**config.mk**
```make
export PLATFORM = sky130hd
export DESIGN_NAME = timer8_waveform_modes
export DESIGN_NICKNAME = d
export VERILOG_FILES = /design/src/core/timer8_pkg.sv /design/src/core/timer8_waveform_modes.sv
export SDC_FILE = /design/constraint.sdc
export NUM_CORES = 1
export LEC_CHECK = 0
export BUFFER_PORTS_ARGS = -buffer_cell sky130_fd_sc_hd__buf_2
export CELL_PAD_IN_SITES_DETAIL_PLACEMENT = 1
export CELL_PAD_IN_SITES_GLOBAL_PLACEMENT = 1
export CORE_MARGIN = 4
export CORE_UTILIZATION = 30
export DETAILED_ROUTE_END_ITERATION = 10
export PLACE_DENSITY = 0.64
export SLEW_MARGIN = 10
export SYNTH_ARGS = -nofsm -noshare
export SYNTH_HDL_FRONTEND = slang
export SYNTH_SLANG_ARGS = --single-unit
export TNS_END_PERCENT = 5
```
**constraint.sdc**
```tcl
create_clock -name mclk -period 2.5 [get_ports mclk]
set_input_delay 0.375 -clock mclk [delete_from_list [all_inputs] [get_ports mclk]]
set_output_delay 0.375 -clock mclk [all_outputs]
set_load 0.02 [all_outputs]
```
**src/core/timer8_pkg.sv**
```systemverilog
package timer8_pkg;
    localparam logic [7:0]  ADR_CTRL   = 8'h00;
    localparam logic [7:0]  ADR_COUNT  = 8'h04;
    localparam logic [7:0]  ADR_CMPA   = 8'h08;
    localparam logic [7:0]  ADR_CMPB   = 8'h0C;
    localparam logic [7:0]  ADR_FLAGS  = 8'h10;
    localparam logic [7:0]  ADR_STATUS = 8'h14;

    localparam int          CTL_MODE_LSB = 0;
    localparam int          CTL_ACTA_LSB = 4;
    localparam int          CTL_ACTB_LSB = 6;
    localparam int          CTL_CLK_LSB  = 8;
    localparam int          CTL_DIRA_BIT = 12;
    localparam int          CTL_DIRB_BIT = 13;
    localparam int          CTL_PRTA_BIT = 14;
    localparam int          CTL_PRTB_BIT = 15;
    localparam int          FLG_OV       = 0;
    localparam int          FLG_CA       = 1;
    localparam int          FLG_CB       = 2;
    localparam int          ST_OCA       = 0;
    localparam int          ST_OCB       = 1;
    localparam int          ST_DOWN      = 2;

    localparam logic [15:0] CTRL_RST   = 16'h0000;
    localparam logic [7:0]  BOTTOM     = 8'h00;
    localparam logic [7:0]  MAX        = 8'hFF;
    localparam logic [2:0]  MODE_PC_FF = 3'h1;
    localparam logic [2:0]  MODE_CTC   = 3'h2;
    localparam logic [2:0]  MODE_FASTF = 3'h3;
    localparam logic [2:0]  MODE_PC_A  = 3'h5;
    localparam logic [2:0]  MODE_FASTA = 3'h7;
    localparam logic [1:0]  ACT_OFF    = 2'h0;
    localparam logic [1:0]  ACT_TOGGLE = 2'h1;
    localparam logic [1:0]  ACT_NONINV = 2'h2;
    localparam logic [1:0]  ACT_INV    = 2'h3;

    typedef enum logic [1:0] {
        KIND_NORMAL,
        KIND_CTC,
        KIND_FAST,
        KIND_PC
    } kind_t;

    function automatic kind_t mode_kind(input logic [2:0] m);
        unique case (m)
            MODE_CTC:               return KIND_CTC;
            MODE_FASTF, MODE_FASTA: return KIND_FAST;
            MODE_PC_FF, MODE_PC_A:  return KIND_PC;
            default:                return KIND_NORMAL;
        endcase
    endfunction : mode_kind
endpackage : timer8_pkg

```
**src/core/timer8_waveform_modes.sv**
```systemverilog
`timescale 1ns/1ps
// Functional notes
// mode 2 clears the count to zero when it equals compare A.
// mode 2 with compare A below count runs to 0xFF, wraps to 0x00.
// mode 2 applies compare A writes at once, no buffering.
// mode 2 with action 1 toggles output A on each compare A match.
// a pin is driven only while its direction bit selects output.
// mode 2 sets overflow flag as count passes from MAX to 0x00.
// mode 2 sets compare flag A every time count reaches TOP.
// fast PWM modes 3 and 7 count up; TOP is 0xFF or compare A.
// fast PWM clears count to BOTTOM on the tick after matching TOP.
// fast PWM action 2 clears on match, sets at BOTTOM; action 3 inverse.
// fast PWM sets overflow flag each time count reaches TOP.
// PWM action 1 toggles output A only with mode bit 2; never B.
// timer clock divides the I/O clock by 1, 8, 64, 256 or 1024.
// fast PWM compare BOTTOM gives spike, compare MAX a constant level.
// fast PWM keeps compare buffering, toggle action included.
// phase PWM modes 1 and 5 count up then down; TOP 0xFF or A.
// phase PWM reverses direction at TOP without holding it; counts down on the next tick.
// phase PWM non-inverting clears on up match, sets on down match.
// phase PWM sets overflow flag each time count reaches BOTTOM.
// phase PWM compare BOTTOM holds low, MAX holds high (non-inverting).
// phase PWM forces the down-match level at BOTTOM for symmetry (up-match level when compare is BOTTOM).
// compare flag is set on the tick after count equals compare.
// a count write blocks compare matches until the next tick.
// action 0 leaves the output register alone; pin follows port bit.
// PWM compare buffers move to active registers only at TOP.
module timer8_waveform_modes
    import timer8_pkg::*;
(
    input  wire logic        mclk,
    input  wire logic        resetn,
    input  wire logic        ce,
    input  wire logic        wb_cyc_i,
    input  wire logic        wb_stb_i,
    input  wire logic        wb_we_i,
    input  wire logic [7:0]  wb_adr_i,
    input  wire logic [3:0]  wb_sel_i,
    input  wire logic [31:0] wb_dat_i,
    output logic      [31:0] wb_dat_o,
    output logic             wb_ack_o,
    output logic             waveform_out_a,
    output logic             waveform_oe_a,
    output logic             waveform_out_b,
    output logic             waveform_oe_b
);
    logic [15:0] ctrl_q;
    logic [7:0]  cnt_q;
    logic [7:0]  cnt_d;
    logic        up_q;
    logic        up_d;
    logic [7:0]  buf_a_q;
    logic [7:0]  buf_b_q;
    logic [7:0]  cmp_a_q;
    logic [7:0]  cmp_b_q;
    logic        blk_q;
    logic [2:0]  flags_q;
    logic [2:0]  flag_set;
    logic [2:0]  flag_clr;
    logic        oc_a_q;
    logic        oc_b_q;
    logic [9:0]  pre_q;
    logic        tick;
    logic        ack_q;
    logic [31:0] dat_q;
    logic [31:0] rdata;
    logic        req;
    logic        wr;
    kind_t       kind;
    logic [2:0]  mode;
    logic [1:0]  act_a;
    logic [1:0]  act_b;
    logic [2:0]  clk_sel;
    logic [7:0]  top;
    logic        at_top;
    logic        match_a;
    logic        match_b;
    logic        wrap;
    logic        bot_turn;
    logic        ov_set;
    logic        load;
    logic        cnt_wr;
    logic        pwm;

    assign mode    = ctrl_q[CTL_MODE_LSB +: 3];
    assign act_a   = ctrl_q[CTL_ACTA_LSB +: 2];
    assign act_b   = ctrl_q[CTL_ACTB_LSB +: 2];
    assign clk_sel = ctrl_q[CTL_CLK_LSB +: 3];
    assign kind    = mode_kind(mode);
    assign pwm     = kind == KIND_FAST || kind == KIND_PC;

    // bus side: ack one cycle after request, write lands on the ack edge
    assign req    = wb_cyc_i & wb_stb_i;
    assign wr     = req & wb_we_i & ack_q;
    assign cnt_wr = wr & (wb_adr_i == ADR_COUNT) & wb_sel_i[0];

    always_comb begin
        rdata = 32'h0000_0000;
        unique case (wb_adr_i)
            ADR_CTRL:   rdata[15:0] = ctrl_q;
            ADR_COUNT:  rdata[7:0]  = cnt_q;
            ADR_CMPA:   rdata[7:0]  = buf_a_q;
            ADR_CMPB:   rdata[7:0]  = buf_b_q;
            ADR_FLAGS:  rdata[2:0]  = flags_q;
            ADR_STATUS: rdata[2:0]  = {~up_q, oc_b_q, oc_a_q};
            default:    rdata       = 32'h0000_0000;
        endcase
    end

    always_ff @(posedge mclk) begin
        if (!resetn) begin
            ack_q <= 1'b0;
            dat_q <= 32'h0000_0000;
        end else if (ce) begin
            ack_q <= req & ~ack_q;
            if (req & ~ack_q) begin
                dat_q <= rdata;
            end
        end
    end

    assign wb_ack_o = ack_q;
    assign wb_dat_o = dat_q;

    always_ff @(posedge mclk) begin
        if (!resetn) begin
            ctrl_q <= CTRL_RST;
        end else if (ce && wr && wb_adr_i == ADR_CTRL) begin
            if (wb_sel_i[0]) begin
                ctrl_q[7:0] <= wb_dat_i[7:0];
            end
            if (wb_sel_i[1]) begin
                ctrl_q[15:8] <= wb_dat_i[15:8];
            end
        end
    end

    // prescaler: select 0 stops the timer, 1..5 pick the divider
    always_ff @(posedge mclk) begin
        if (!resetn) begin
            pre_q <= 10'h000;
        end else if (ce) begin
            pre_q <= pre_q + 10'h001;
        end
    end

    always_comb begin
        unique case (clk_sel)
            3'h1:    tick = 1'b1;
            3'h2:    tick = &pre_q[2:0];
            3'h3:    tick = &pre_q[5:0];
            3'h4:    tick = &pre_q[7:0];
            3'h5:    tick = &pre_q;
            default: tick = 1'b0;
        endcase
    end

    // mode 2 takes compare A as TOP although bit 2 is clear
    assign top      = (kind == KIND_CTC || mode[2]) ? cmp_a_q : MAX;
    assign at_top   = cnt_q == top;
    assign match_a  = cnt_q == cmp_a_q && !blk_q;
    assign match_b  = cnt_q == cmp_b_q && !blk_q;
    assign wrap     = kind == KIND_FAST && at_top;
    assign bot_turn = kind == KIND_PC && !up_q && cnt_q == BOTTOM;

    always_comb begin
        up_d  = 1'b1;
        cnt_d = cnt_q + 8'h01;
        unique case (kind)
            KIND_CTC: begin
                if (match_a) begin
                    cnt_d = BOTTOM;
                end
            end
            KIND_FAST: begin
                if (at_top) begin
                    cnt_d = BOTTOM;
                end
            end
            KIND_PC: begin
                if (up_q) begin
                    up_d = !at_top;
                    if (at_top) begin
                        // top of zero would underflow, so stay put
                        cnt_d = (cnt_q == BOTTOM) ? cnt_q : cnt_q - 8'h01;
                    end
                end else begin
                    up_d = cnt_q == BOTTOM;
                    if (cnt_q != BOTTOM) begin
                        cnt_d = cnt_q - 8'h01;
                    end
                end
            end
            KIND_NORMAL: cnt_d = cnt_q + 8'h01;
        endcase
    end

    // plain wrap past 0xFF gives the missed-match behaviour for free
    always_ff @(posedge mclk) begin
        if (!resetn) begin
            cnt_q <= BOTTOM;
            up_q  <= 1'b1;
            blk_q <= 1'b0;
        end else if (ce) begin
            if (cnt_wr) begin
                cnt_q <= wb_dat_i[7:0];
                blk_q <= 1'b1;
            end else if (tick) begin
                cnt_q <= cnt_d;
                up_q  <= up_d;
                blk_q <= 1'b0;
            end
        end
    end

    always_comb begin
        unique case (kind)
            KIND_FAST: ov_set = at_top;
            KIND_PC:   ov_set = bot_turn;
            default:   ov_set = cnt_q == MAX && cnt_d == BOTTOM;
        endcase
    end

    assign flag_set = tick ? {match_b, match_a, ov_set} : 3'h0;
    assign flag_clr = (wr && wb_adr_i == ADR_FLAGS && wb_sel_i[0]) ? wb_dat_i[2:0] : 3'h0;

    // a set in the same cycle as a clear wins
    always_ff @(posedge mclk) begin
        if (!resetn) begin
            flags_q <= 3'h0;
        end else if (ce) begin
            flags_q <= (flags_q & ~flag_clr) | flag_set;
        end
    end

    // compare buffers: direct outside PWM, moved only at TOP in PWM
    assign load = pwm ? (tick && at_top && (up_q || kind == KIND_FAST)) : 1'b1;

    always_ff @(posedge mclk) begin
        if (!resetn) begin
            buf_a_q <= BOTTOM;
            buf_b_q <= BOTTOM;
            cmp_a_q <= BOTTOM;
            cmp_b_q <= BOTTOM;
        end else if (ce) begin
            if (wr && wb_sel_i[0] && wb_adr_i == ADR_CMPA) begin
                buf_a_q <= wb_dat_i[7:0];
            end
            if (wr && wb_sel_i[0] && wb_adr_i == ADR_CMPB) begin
                buf_b_q <= wb_dat_i[7:0];
            end
            if (load) begin
                cmp_a_q <= buf_a_q;
                cmp_b_q <= buf_b_q;
            end
        end
    end

    function automatic logic next_oc(
        input kind_t      k,
        input logic [1:0] act,
        input logic       oc,
        input logic       tgl_ok,
        input logic       m,
        input logic       wr_top,
        input logic       t_top,
        input logic       up,
        input logic       b_turn,
        input logic       c_zero
    );
        logic r;
        r = oc;
        unique case (k)
            KIND_NORMAL, KIND_CTC: begin
                if (m && act == ACT_TOGGLE) begin
                    r = ~oc;
                end else if (m && act[1]) begin
                    r = act[0];
                end
            end
            KIND_FAST: begin
                if (wr_top && act[1]) begin
                    r = ~act[0];
                end else if (m && act[1]) begin
                    r = act[0];
                end else if (m && act == ACT_TOGGLE && tgl_ok) begin
                    r = ~oc;
                end
            end
            KIND_PC: begin
                if (b_turn && act[1]) begin
                    r = ~(act[0] ^ c_zero);
                end else if (m && act[1]) begin
                    r = (up && !t_top) ? act[0] : ~act[0];
                end else if (m && act == ACT_TOGGLE && tgl_ok) begin
                    r = ~oc;
                end
            end
        endcase
        return r;
    endfunction : next_oc

    always_ff @(posedge mclk) begin
        if (!resetn) begin
            oc_a_q <= 1'b0;
            oc_b_q <= 1'b0;
        end else if (ce && tick) begin
            oc_a_q <= next_oc(kind, act_a, oc_a_q, mode[2], match_a, wrap,
                              at_top, up_q, bot_turn, cmp_a_q == BOTTOM);
            oc_b_q <= next_oc(kind, act_b, oc_b_q, 1'b0, match_b, wrap,
                              at_top, up_q, bot_turn, cmp_b_q == BOTTOM);
        end
    end

    // pin stage: action 0, or a toggle pwm cannot serve, hands the pin to the port bit
    always_ff @(posedge mclk) begin
        if (!resetn) begin
            waveform_out_a <= 1'b0;
            waveform_oe_a  <= 1'b0;
            waveform_out_b <= 1'b0;
            waveform_oe_b  <= 1'b0;
        end else if (ce) begin
            waveform_oe_a  <= ctrl_q[CTL_DIRA_BIT];
            waveform_oe_b  <= ctrl_q[CTL_DIRB_BIT];
            waveform_out_a <= (act_a[1] || (act_a[0] && (mode[2] || !pwm))) ? oc_a_q : ctrl_q[CTL_PRTA_BIT];
            waveform_out_b <= (act_b[1] || (act_b[0] && !pwm)) ? oc_b_q : ctrl_q[CTL_PRTB_BIT];
        end
    end
endmodule : timer8_waveform_modes

```
# Word level (Yosys, flattened, before mapping)
# Index checks and enable logic that the tools add are counted.
[op_classes] bitwise_logic=20 n_lt_le_gt_ge=0 mux=41 n_mul=0 div=0 add_sub_neg=3 n_shift=0 reduce_logical=63 n_eq_ne=26
[ops] op="2-to-1 mux 8 bit" count=10
[ops] op="logical NOT 8 bit" count=5
[ops] op="one-hot mux 8 bit (4 select lines)" count=1
[ops] op="logical AND 1 bit" count=28
[ops] op="== test 8 bit" count=3
[ops] op="2-to-1 mux 1 bit" count=21
[ops] op="one-hot mux 5 bit (4 select lines)" count=1
[ops] op="one-hot mux 3 bit (6 select lines)" count=1
[ops] op="AND reduction 2 bit" count=9
[ops] op="== test 8 x 4 -> 1 bit, second input constant" count=2
[ops] op="== test 8 x 5 -> 1 bit, second input constant" count=2
[ops] op="== test 3 x 2 -> 1 bit, second input constant" count=4
[ops] op="== test 3 bit, second input constant" count=4
[ops] op="adder 10 x 1 -> 10 bit, second input constant" count=1
[ops] op="AND reduction 10 bit" count=1
[ops] op="NOT 1 bit" count=9
[ops] op="adder 8 x 1 -> 8 bit, second input constant" count=1
[ops] op="== test 8 x 3 -> 1 bit, second input constant" count=1
[ops] op="== test 8 bit, second input constant" count=1
[ops] op="AND reduction 8 bit" count=1
[ops] op="nonzero test 8 bit" count=1
[ops] op="subtractor 8 x 1 -> 8 bit, second input constant" count=1
[ops] op="AND 1 bit" count=6
[ops] op="== test 2 x 1 -> 1 bit, second input constant" count=3
[ops] op="other kinds (20)" count=36
[totals] latchBits=0 input_bits=50 mem_bits_rw=0 register_bits=94 rom_bits=0 output_inout_bits=37 n_memories=0 word_cells=172

# Logic depth before layout (Yosys ltp)
# Gate-level depths: netlist of the first run.
[depth] word_depth=15 ltp_mapped=11 depth_no_buf=10

# Worst setup path after synthesis of the first run
# Ideal clock, no wire load.
[synth_path] path_kind="register -> register" start="register cnt_q[1]" end="register oc_a_q" setup_slack_ns=-0.114 stages_incl_launch_ff=10 period_less_slack_ns=2.614 arrival_ns=2.518 setup_time_ns=0.096 required_ns=2.404 path_cell_list="dfxtp_1 -> buf_6 -> inv_4 -> a2111o_1 -> or4_1 -> buf_2 -> o41a_1 -> o221ai_1 -> a31oi_1 -> o41ai_2"
[synth_via] elab_chain_cells=8 word_cells_on_any_way=23 classes_between="3 x eq/ne; 8 x mux; 12 x reduce/logical"
[synth_lines] element="start: declaration" line_no="timer8_waveform_modes.sv:48" rtl="logic [7:0] cnt_q;"
[synth_lines] element="start signal: assignment" line_no="timer8_waveform_modes.sv:206" rtl="cnt_q <= wb_dat_i[7:0];"
[synth_lines] element="start signal: assignment" line_no="timer8_waveform_modes.sv:209" rtl="cnt_q <= cnt_d;"
[synth_lines] element="== test 8 bit" line_no="timer8_waveform_modes.sv:161" rtl="assign match_a = cnt_q == cmp_a_q && !blk_q;"
[synth_lines] element="logical AND 1 bit" line_no="timer8_waveform_modes.sv:161"
[synth_lines] element="logical AND 1 bit" line_no="timer8_waveform_modes.sv:275, timer8_waveform_modes.sv:286, timer8_waveform_modes.sv:295"
[synth_lines] element="logical AND 1 bit" line_no="timer8_waveform_modes.sv:286, timer8_waveform_modes.sv:295"
[synth_lines] element="2-to-1 mux 1 bit"
[synth_lines] element="2-to-1 mux 1 bit (on tied branches)" line_no="timer8_waveform_modes.sv:293, timer8_waveform_modes.sv:284"
[synth_lines] element="2-to-1 mux 1 bit (on tied branches)" line_no="timer8_waveform_modes.sv:291, timer8_waveform_modes.sv:282"
[synth_lines] element="one-hot mux 1 bit (3 select lines)" line_no="timer8_waveform_modes.sv:273" rtl="unique case (k)"
[synth_lines] element="end signal: assignment" line_no="timer8_waveform_modes.sv:308" rtl="oc_a_q <= next_oc(kind, act_a, oc_a_q, mode[2], match_a, wrap,"
[synth_lines] element="end: declaration" line_no="timer8_waveform_modes.sv:60" rtl="logic oc_a_q;"
# Several ways; a longest one is shown, not always the timed one.
# A chain may end at the register's enable or synchronous reset.

# Worst setup path after layout of the first run
[layout_path] start="register cmp_a_q[6]" end="register oc_a_q"
[layout_via] elab_chain_cells=8 word_cells_on_any_way=24 classes_between="3 x eq/ne; 9 x mux; 2 x bitwise; 10 x reduce/logical"
[layout_lines] element="start: declaration" line_no="timer8_waveform_modes.sv:54" rtl="logic [7:0] cmp_a_q;"
[layout_lines] element="start signal: assignment" line_no="timer8_waveform_modes.sv:253" rtl="cmp_a_q <= buf_a_q;"
[layout_lines] element="2-to-1 mux 8 bit or == test 8 bit (tied branches)" line_no="timer8_waveform_modes.sv:159, timer8_waveform_modes.sv:161"
[layout_lines] element="== test 8 bit or logical AND 1 bit (tied branches)" line_no="timer8_waveform_modes.sv:160, timer8_waveform_modes.sv:161"
[layout_lines] element="logical NOT 1 bit or logical AND 1 bit (tied branches)"
[layout_lines] element="logical AND 1 bit (on tied branches)" line_no="timer8_waveform_modes.sv:294, timer8_waveform_modes.sv:286, timer8_waveform_modes.sv:295"
[layout_lines] element="2-to-1 mux 1 bit (on tied branches)"
[layout_lines] element="2-to-1 mux 1 bit (on tied branches)" line_no="timer8_waveform_modes.sv:293, timer8_waveform_modes.sv:284"
[layout_lines] element="2-to-1 mux 1 bit (on tied branches)" line_no="timer8_waveform_modes.sv:291, timer8_waveform_modes.sv:282"
[layout_lines] element="one-hot mux 1 bit (3 select lines)" line_no="timer8_waveform_modes.sv:273"
# Several ways; a longest one is shown, not always the timed one.

==> flow_summary.ini, run 1 <==
[status]
status = finished, violations left
violations = negative setup slack

[cts]
hold_buffers = 0
cts_buffer_depth = 2
tritoncts = yes
cts_root_buffer = clkbuf_16
cts_num_sinks = 94
clock_latency_ns = 0.36
numCtsBuffers = 9
clk_pin_slew_ns = 0.08
htree_levels = 3

[sta]
worst_slack_ns = -0.04836
finalCriticalPeriod_ns = 2.548
final_max_slew_viol_count = 0
fmax_ghz = 0.3924
finClkSkew_ns = 0.01600
finalSetupViolCount = 20
period_share = 1.019
worst_pin_slew_ns = 0.7555
slew_headroom = 0.4963
hold_violations = 0
grt_setup_unrepaired = yes

[synth]
synth-seq-cells = 94
ys_types = 71
synth_top_flop_cell = dfxtp_1
synth_area_sq_um = 5504
synth_edf_count = 0
synth.avg_cell_area_sq_um = 7.954
yosysSeqAreaShare = 0.3419
yosysWarnings = 0
netlist_instances = 692
ys_async_sr_fraction = 0

[global_routing]
grt_start_max_net_pins = 69
antenna_found_initial = 0
grtUsageTotal = 0.2017
overflow = 0
grt_pass1_vias = 5816
grt_pass1_wl_um = 32400

[die]
fp.coreArea_sq_um = 18020
fp-row-count = 49
start_util = 0.3054
die-height_um = 143.5
die_w_um = 143.5
dieArea_sq_um = 20580
pin_count = 87

[power]
seq_power_share = 0.487
power.share.clock = 0.457
p_total_w = 0.003104
p_int_w = 0.002263
p_switching_w = 0.0008409
p_sw_frac = 0.2709
leakage_nw = 2.801
ir_worst_vdd_mv = 0.3897
powerDensity_nw_per_um2 = 445.9
p_comb_frac = 0.056

[critical_path]
crit_path_end_kind = flop
rrSetupSlack_ns = -0.05
crit_required_ns = 2.75
cp_common_cell = buf_6
slowest_delay_ns = 0.60
cp-start-kind = flop
setup.worst_path.class = reg -> reg
critPathMaxFanout = 5
path_cells = nor2b_4, a2111o_1, or4_4, buf_6, buf_6, o21ai_0, o41a_1, o22ai_1, o41ai_2
cpMaxStageDelayCell = or4_4
arrival_ns = 2.80

[cells_and_area]
areaGrowthSynthToFinish_pct = 26.46
n_fill_cell = 2224
fin_util = 0.3862
finalNetCount = 849
layout-drive-gt1-share = 0.2547
antenna_cells = 0

[routing]
vias = 5616
drc = 0
routedWlPerCell_um = 20.18
dr.pass1.iters = 5
drt_iter0_drc = 429
drt_wl_total_um = 20710
antenna_left = 0
viasPerCell = 5.474

[run]
maxCapViolCount = 0

[place]
place_congestion = 0.8797
port-buffer-count = 52
hpwlAfterDp_um = 15560

[worst_hold_path]
hold_path_class = in -> reg
[cell families (layout without fill, tap and decap cells)]
logic type	after synthesis	count (layout)	synth area share
buf+inv	80	170	0.06933
other cells	1	16	0.0006813
compound gates	159	159	0.1900
flops	94	94	0.3419
fa+ha+maj	7	7	0.01591
xor+xnor	22	22	0.03501
simple gates	280	280	0.2439
mux	49	49	0.1032
[worst max-delay path: cells and delay by family (launching register included)]
family                 cells  cell delay, ns
AOI/OAI and AO/OA          5            1.15
buffers and inverters      2            0.27
DFF                        1            0.32
and+or+nand+nor            2            0.71
[power groups by stage]
stage               logic, W  clock network [W]  registers [W]
floorplan           0.000112                  0        0.00155
global placement    0.000170                  0        0.00154
detailed placement  0.000174                  0        0.00155
CTS                 0.000174            0.00145        0.00151
global route        0.000189            0.00151        0.00151
finish              0.000175            0.00142        0.00151
[cell usage after synthesis (4+ instances only)]
master	n	area share
dfxtp_1	94	0.34
nor2_1	85	0.058
nand2_1	66	0.045
a21oi_1	45	0.041
nand3_1	43	0.039
mux2i_1	41	0.075
o21ai_0	38	0.035
clkbuf_1	35	0.024
buf_4	17	0.023
nor3_1	17	0.015
xor2_1	13	0.021
inv_1	11	0.0075
nand4_1	10	0.011
or3_1	9	0.010
xnor2_1	9	0.014
nand2b_1	8	0.0091
nor2b_1	8	0.0091
a211oi_1	7	0.0095
buf_1	7	0.0048
ha_1	7	0.016
buf_2	6	0.0055
mux4_2	6	0.025
a311oi_1	5	0.0080
and2_1	5	0.0057
nor4_1	5	0.0057
o2111ai_1	5	0.0080
o211ai_1	5	0.0068
o22ai_1	5	0.0057
a31oi_1	4	0.0045
and4_1	4	0.0064
o221ai_1	4	0.0064
[registers in the layout (all words and copies together), names as in the netlist, 8 cells and up]
register and count:
buf_a_q 8, buf_b_q 8, cmp_a_q 8, cmp_b_q 8, cnt_q 8, ctrl_q 16
pre_q 10, wb_dat_o 16
[layer usage]
metal  global-route usage  part of all wire
met2               0.3367              0.48
met3              0.02596             0.049
met1               0.2710              0.45
met4              0.06492             0.022
met5                    0                 0
[per-stage QoR]
step | TNS [ns] | setup WS (ns) | std cells | hold WS, ns | area (sq um)
floorplan | -0.04876 | -0.03812 | 707 | 0.4415 | 5580
global placement | -2.229 | -0.2402 | 1008 | 0.4407 | 6487
detailed placement | -2.673 | -0.2871 | 1008 | 0.4546 | 6487
CTS | -0.08468 | -0.05857 | 1026 | 0.2446 | 6895
global route | -2.268 | -0.1390 | 1026 | 0.2614 | 6960
finish | -0.6424 | -0.04836 | 1026 | 0.2537 | 6960
[final timing paths]
check | to | cells past startpoint | startpoint
worst min register to register | wb_dat_o[11] | 2 | wb_dat_o[11]
worst min-delay path | ctrl_q[12] | 3 | wb_dat_i[12]
worst max register to register | oc_a_q | 9 | cmp_a_q[6]
worst max-delay path | oc_a_q | 9 | cmp_a_q[6]
[final cells by class]
class | instances | area [sq um] | share of cell area
Multi-Input combinational cell | 533 | 3450 | 0.4956
Sequential cell | 94 | 1886 | 0.2709
Timing Repair Buffer | 140 | 978.4 | 0.1406
Tap cell | 229 | 286.5 | 0.04116
Clock buffer | 9 | 225.2 | 0.03236
Clock inverter | 7 | 77.57 | 0.01115
Inverter | 14 | 57.56 | 0.008269
[timing repair]
item	in CTS	in global routing
cloned	0	0
pin swaps	10	5
endpoints found under the setup margin	27	28
resized for setup	25	16
setup buffers	2	0
[placed cells by master (no fill, tap or decap), types with 8 or more instances in the layout]
cell type / Yosys / routed
a21oi_1: 45 / 44
buf_2: 6 / 52
buf_4: 17 / 82
clkbuf_16: 0 / 9
conb_1: 1 / 16
dfxtp_1: 94 / 91
inv_1: 11 / 11
mux2i_1: 41 / 41
nand2_1: 66 / 66
nand2b_1: 8 / 8
nand3_1: 43 / 42
nand4_1: 10 / 10
nor2_1: 85 / 84
nor3_1: 17 / 17
o21ai_0: 38 / 31
o21ai_1: 3 / 8
xnor2_1: 9 / 9
xor2_1: 13 / 13
(Power assumes the default switching activity.)
==> inputs of run 2 (changes only) <==
--- a/config.mk
+++ b/config.mk
@@ -12,6 +12,7 @@
 export CORE_UTILIZATION = 30
 export DETAILED_ROUTE_END_ITERATION = 10
 export PLACE_DENSITY = 0.64
+export SKIP_LAST_GASP = 1
 export SLEW_MARGIN = 10
 export SYNTH_ARGS = -nofsm -noshare
 export SYNTH_HDL_FRONTEND = slang
==> run 2 against run 1 <==
The flow still finishes with violations (negative setup slack). Non-clock buffer count unchanged. Clock power about the same. Die area stayed put. Fmax is 0.73% lower. First-iteration DRC count down 0.70%. Cell count is the same. Critical path depth unchanged. Global-route usage is essentially flat. Combinational power hardly changed. Design area hardly changed. Largest power group unchanged.
==> flow_summary.ini, run 2 (synthesis results as in run 1) <==
[status]
status = finished, violations left
violations = negative setup slack

[cts]
numCtsBuffers = 9
clk_pin_slew_ns = 0.08
hold_buffers = 0
cts_num_sinks = 94
tritoncts = yes
cts_root_buffer = clkbuf_16
htree_levels = 3
cts_buffer_depth = 2
clock_latency_ns = 0.36

[global_routing]
grtUsageTotal = 0.2019
grt_pass1_vias = 5799
overflow = 0
antenna_found_initial = 0
grt_start_max_net_pins = 69
grt_pass1_wl_um = 32420

[critical_path]
critPathMaxFanout = 5
worst_path_dominant_cell_family = compound AO/OA/AOI/OAI gates
rr_endpoint = oc_a_q
cp_common_cell = buf_6
crit_path_end_kind = flop
path_buf_inv = 2
cp-start-kind = flop
crit_required_ns = 2.75
setup.worst_path.class = reg -> reg
cpMaxStageDelayCell = or4_4
arrival_ns = 2.82
path_cells = nor2b_4, a2111o_1, or4_4, buf_6, buf_6, nor2_4, a31o_2, nand3_2, o41ai_2
rrSetupSlack_ns = -0.07
rr_worst_depth = 9
rr_startpoint = cmp_a_q[6]
slowest_delay_ns = 0.60

[sta]
holdWs_ns = 0.2542
grt_setup_unrepaired = yes
hold_violations = 0
fmax_ghz = 0.3895
finalCriticalPeriod_ns = 2.567
worst_slack_ns = -0.06715
final_max_slew_viol_count = 0
slew_headroom = 0.4928
finClkSkew_ns = 0.01613
finalSetupViolCount = 18
period_share = 1.027
worst_pin_slew_ns = 0.7608

[place]
hpwlAfterDp_um = 15560
port-buffer-count = 52
place_congestion = 0.8797
dp.cells = 1008

[cells_and_area]
layout_commonest_cell = dfxtp_1
layout-drive-gt1-share = 0.2535
stdcell_count = 1026
finalNetCount = 849
antenna_cells = 0
layout_common_cells = 91 x dfxtp_1, 84 x nor2_1, 81 x buf_4
areaGrowthSynthToFinish_pct = 26.51
fin_util = 0.3863
multi_input_area_sq_um = 3448
n_fill_cell = 2223
seqCellArea_sq_um = 1886

[worst_hold_path]
hold_end = ctrl_q[12]
hold_start = wb_dat_i[12]
hold_path_class = in -> reg
hold_path_depth = 3

[routing]
drt_wl_total_um = 20800
drt_iter0_drc = 426
routedWlPerCell_um = 20.27
viasPerCell = 5.500
vias = 5643
dr.pass1.iters = 5
antenna_left = 0
drc = 0

[die]
pin_count = 87
start_util = 0.3054
die-height_um = 143.5
die_w_um = 143.5
dieArea_sq_um = 20580
fp-row-count = 49
fp.coreArea_sq_um = 18020

[power]
ir_worst_vdd_mv = 0.3893
p_total_w = 0.003103
leakage_nw = 2.802
powerDensity_nw_per_um2 = 445.6

[run]
maxCapViolCount = 0
## run 2: changes by cell type in the layout (fill, tap and decap cells not counted)
cell	delta
and2_1	+1
and2_2	-1
buf_4	-1
buf_6	+1
o21ai_0	+3
o21ai_1	-3
## run 2: area by class of cell
class,count,share of cell area
Tap cell,229,0.04115
Timing Repair Buffer,140,0.1411
Multi-Input combinational cell,533,0.4952
Clock buffer,9,0.03235
Sequential cell,94,0.2708
Clock inverter,7,0.01114
Inverter,14,0.008266
## run 2: worst max path at each step
stage	from	to	cells past startpoint
floorplan	cnt_q[1]	oc_a_q	9
global placement	cmp_a_q[4]	oc_a_q	8
detailed placement	cmp_a_q[4]	oc_a_q	8
CTS	cmp_a_q[6]	oc_a_q	9
global route	cmp_a_q[6]	cmp_b_q[0]	11
finish	cmp_a_q[6]	oc_a_q	9
## run 2: through the flow
stage / setup WS, ns / TNS (ns) / area (sq um)
floorplan: -0.03812 / -0.04876 / 5580
global placement: -0.2402 / -2.229 / 6487
detailed placement: -0.2871 / -2.673 / 6487
CTS: -0.05857 / -0.3010 / 6885
global route: -0.1397 / -2.367 / 6963
finish: -0.06715 / -0.3238 / 6963
## run 2: report_power, final
part	internal (W)	leakage [nW]	switching, W
combinational	0.0000497	1.90	0.000125
clock	0.000709	0.144	0.000708
sequential	0.00150	0.759	0.00000664
total	0.00226	2.80	0.000840
## run 2: routing by layer
metal / GRT usage / share of wire
met5: 0 / 0
met4: 0.06492 / 0.022
met3: 0.02596 / 0.044
met2: 0.3357 / 0.48
met1: 0.2724 / 0.46
## run 2: what timing repair did
action | CTS | global route
resized for setup | 22 | 16
setup endpoints to repair | 27 | 28
pin swaps | 7 | 3
hold endpoints to repair | 0 | 0
buffers inserted | 2 | 0
## run 2: tightest hold or removal path: cells and delay by family
kind,cells,cell delay (ns)
buf+inv,1,0.08
mux,1,0.06
simple gates,1,0.07
==> inputs of run 3 (changes only) <==
--- a/config.mk
+++ b/config.mk
@@ -12,6 +12,7 @@
 export CORE_UTILIZATION = 30
 export DETAILED_ROUTE_END_ITERATION = 10
 export PLACE_DENSITY = 0.64
+export RECOVER_POWER = 25
 export SKIP_LAST_GASP = 1
 export SLEW_MARGIN = 10
 export SYNTH_ARGS = -nofsm -noshare
==> run 3 against run 2 <==
The flow still finishes with violations (negative setup slack). Clock power hardly changed. Die area stayed put. Non-clock buffer count stayed put. Flip-flop and latch count stayed put. Total power hardly changed. Combinational power hardly changed. Design area is 0.29% lower. Clock skew hardly changed. Worst setup slack worse by 0.0041 ns. Critical path type unchanged. Critical endpoint unchanged. Largest power group unchanged. Highest routed layer unchanged.
==> flow_summary.ini, run 3 (synthesis results as in run 1) <==
[status]
status = finished, violations left
violations = negative setup slack

[cts]
numCtsBuffers = 9
clock_latency_ns = 0.36
cts_buffer_depth = 2
clk_pin_slew_ns = 0.08
hold_buffers = 0
htree_levels = 3
cts_root_buffer = clkbuf_16
tritoncts = yes
cts_num_sinks = 94

[critical_path]
critPathMaxFanout = 5
rrSetupSlack_ns = -0.07
cp-start-kind = flop
rr_startpoint = cmp_a_q[6]
crit_path_end_kind = flop
rr_endpoint = oc_a_q
rr_worst_depth = 9
crit_required_ns = 2.75
setup.worst_path.class = reg -> reg
arrival_ns = 2.82

[sta]
hold_violations = 0
fmax_ghz = 0.3889
finalCriticalPeriod_ns = 2.571
slew_headroom = 0.4968
finalSetupViolCount = 17
period_share = 1.028
worst_pin_slew_ns = 0.7548
timing.setup.tns_ns = -0.3416
final_max_slew_viol_count = 0
worst_slack_ns = -0.07124
finClkSkew_ns = 0.01615
grt_setup_unrepaired = yes

[routing]
drt_iter0_drc = 461
met1_length_um = 9322
routedWlPerCell_um = 20.20
drt_wl_total_um = 20730
dr.pass1.iters = 6
met2WireLength_um = 9869
viasPerCell = 5.508
drc = 0
top_layer = met4
vias = 5651
antenna_left = 0
met3WireLength_um = 1033

[die]
dieArea_sq_um = 20580
die-height_um = 143.5
pin_count = 87
fp-row-count = 49
die_w_um = 143.5
start_util = 0.3054
fp.coreArea_sq_um = 18020

[worst_hold_path]
hold_start = wb_dat_i[12]
hold_path_depth = 3
hold_end = ctrl_q[12]
hold_path_class = in -> reg

[cells_and_area]
finalNetCount = 849
antenna_cells = 0
areaGrowthSynthToFinish_pct = 26.14
design_area_sq_um = 6943
layout_common_cells = 91 x dfxtp_1, 84 x nor2_1, 81 x buf_4
n_fill_cell = 2231
layout-drive-gt1-share = 0.2321
layout_commonest_cell = dfxtp_1

[global_routing]
grt_start_max_net_pins = 69
grtUsageTotal = 0.2019
grt_pass1_wl_um = 32420
antenna_found_initial = 0
overflow = 0
grt_pass1_vias = 5799

[place]
hpwlAfterDp_um = 15560
post-place-ws_ns = -0.2871
place_area_sq_um = 6487
port-buffer-count = 52
place_congestion = 0.8797

[power]
leakage_nw = 2.735
powerDensity_nw_per_um2 = 446.6
ir_worst_vdd_mv = 0.3892

[run]
maxCapViolCount = 0
run 3: cell types whose count changed in the layout (fill, tap and decap cells not counted), sizes merged:
cell    change
clkbuf     +16
buf        -16
run 3: worst max-delay path by stage:
stage,start,end,slack [ns],cells past startpoint
CTS,cmp_a_q[6],oc_a_q,-0.06,9
floorplan,cnt_q[1],oc_a_q,-0.04,9
detailed placement,cmp_a_q[4],oc_a_q,-0.29,8
finish,cmp_a_q[6],oc_a_q,-0.07,9
global placement,cmp_a_q[4],oc_a_q,-0.24,8
global route,cmp_a_q[6],cmp_b_q[0],-0.14,11
run 3: report_power, final:
group          leakage, nW  total (W)  internal (W)  switching [W]
combinational         1.83   0.000174     0.0000489       0.000125
sequential           0.759    0.00151       0.00150     0.00000674
clock                0.144    0.00142      0.000709       0.000707
total                 2.73    0.00310       0.00226       0.000838
run 3: what timing repair did:
| item | in CTS | in global routing |
|---|---|---|
| setup buffers | 2 | 0 |
| pin swaps | 7 | 3 |
| endpoints found under the hold margin | 0 | 0 |
| gates resized for setup | 22 | 16 |
| gates cloned | 0 | 0 |
| setup endpoints to repair | 27 | 28 |
run 3: worst max-delay path, stage by stage, from the launching register on:
cell and delay (ns):
dfxtp_2 0.32, nor2b_4 0.11, a2111o_1 0.46, or4_4 0.60
buf_6 0.15, buf_6 0.12, nor2_4 0.11, a31o_2 0.17
nand3_2 0.07, o41ai_2 0.37
run 3: metal layers:
| metal | vias to the layer above | global-route usage |
|---|---|---|
| met4 | 0 | 0.06492 |
| met2 | 162 | 0.3357 |
| li1 | 2668 | - |
| met5 | - | 0 |
| met3 | 31 | 0.02596 |
| met1 | 2790 | 0.2724 |
run 3: area by class of cell:
cell class	instances	area, sq um	area share
Tap cell	229	286.5	0.04127
Timing Repair Buffer	140	962.2	0.1386
Inverter	14	57.56	0.008290
Clock inverter	7	77.57	0.01117
Multi-Input combinational cell	533	3448	0.4967
Clock buffer	9	225.2	0.03244
Sequential cell	94	1886	0.2716
run 3: through the flow:
step | util | power (W) | hold WS, ns | cells
final | 0.3852 | 0.003100 | 0.2535 | 1026
after CTS | 0.3820 | 0.003132 | 0.2446 | 1026
after global placement | 0.3599 | 0.001715 | 0.4407 | 1008
after detailed placement | 0.3599 | 0.001720 | 0.4546 | 1008
after global routing | 0.3852 | 0.003214 | 0.2614 | 1026
after floorplan | - | 0.001662 | 0.4415 | 707
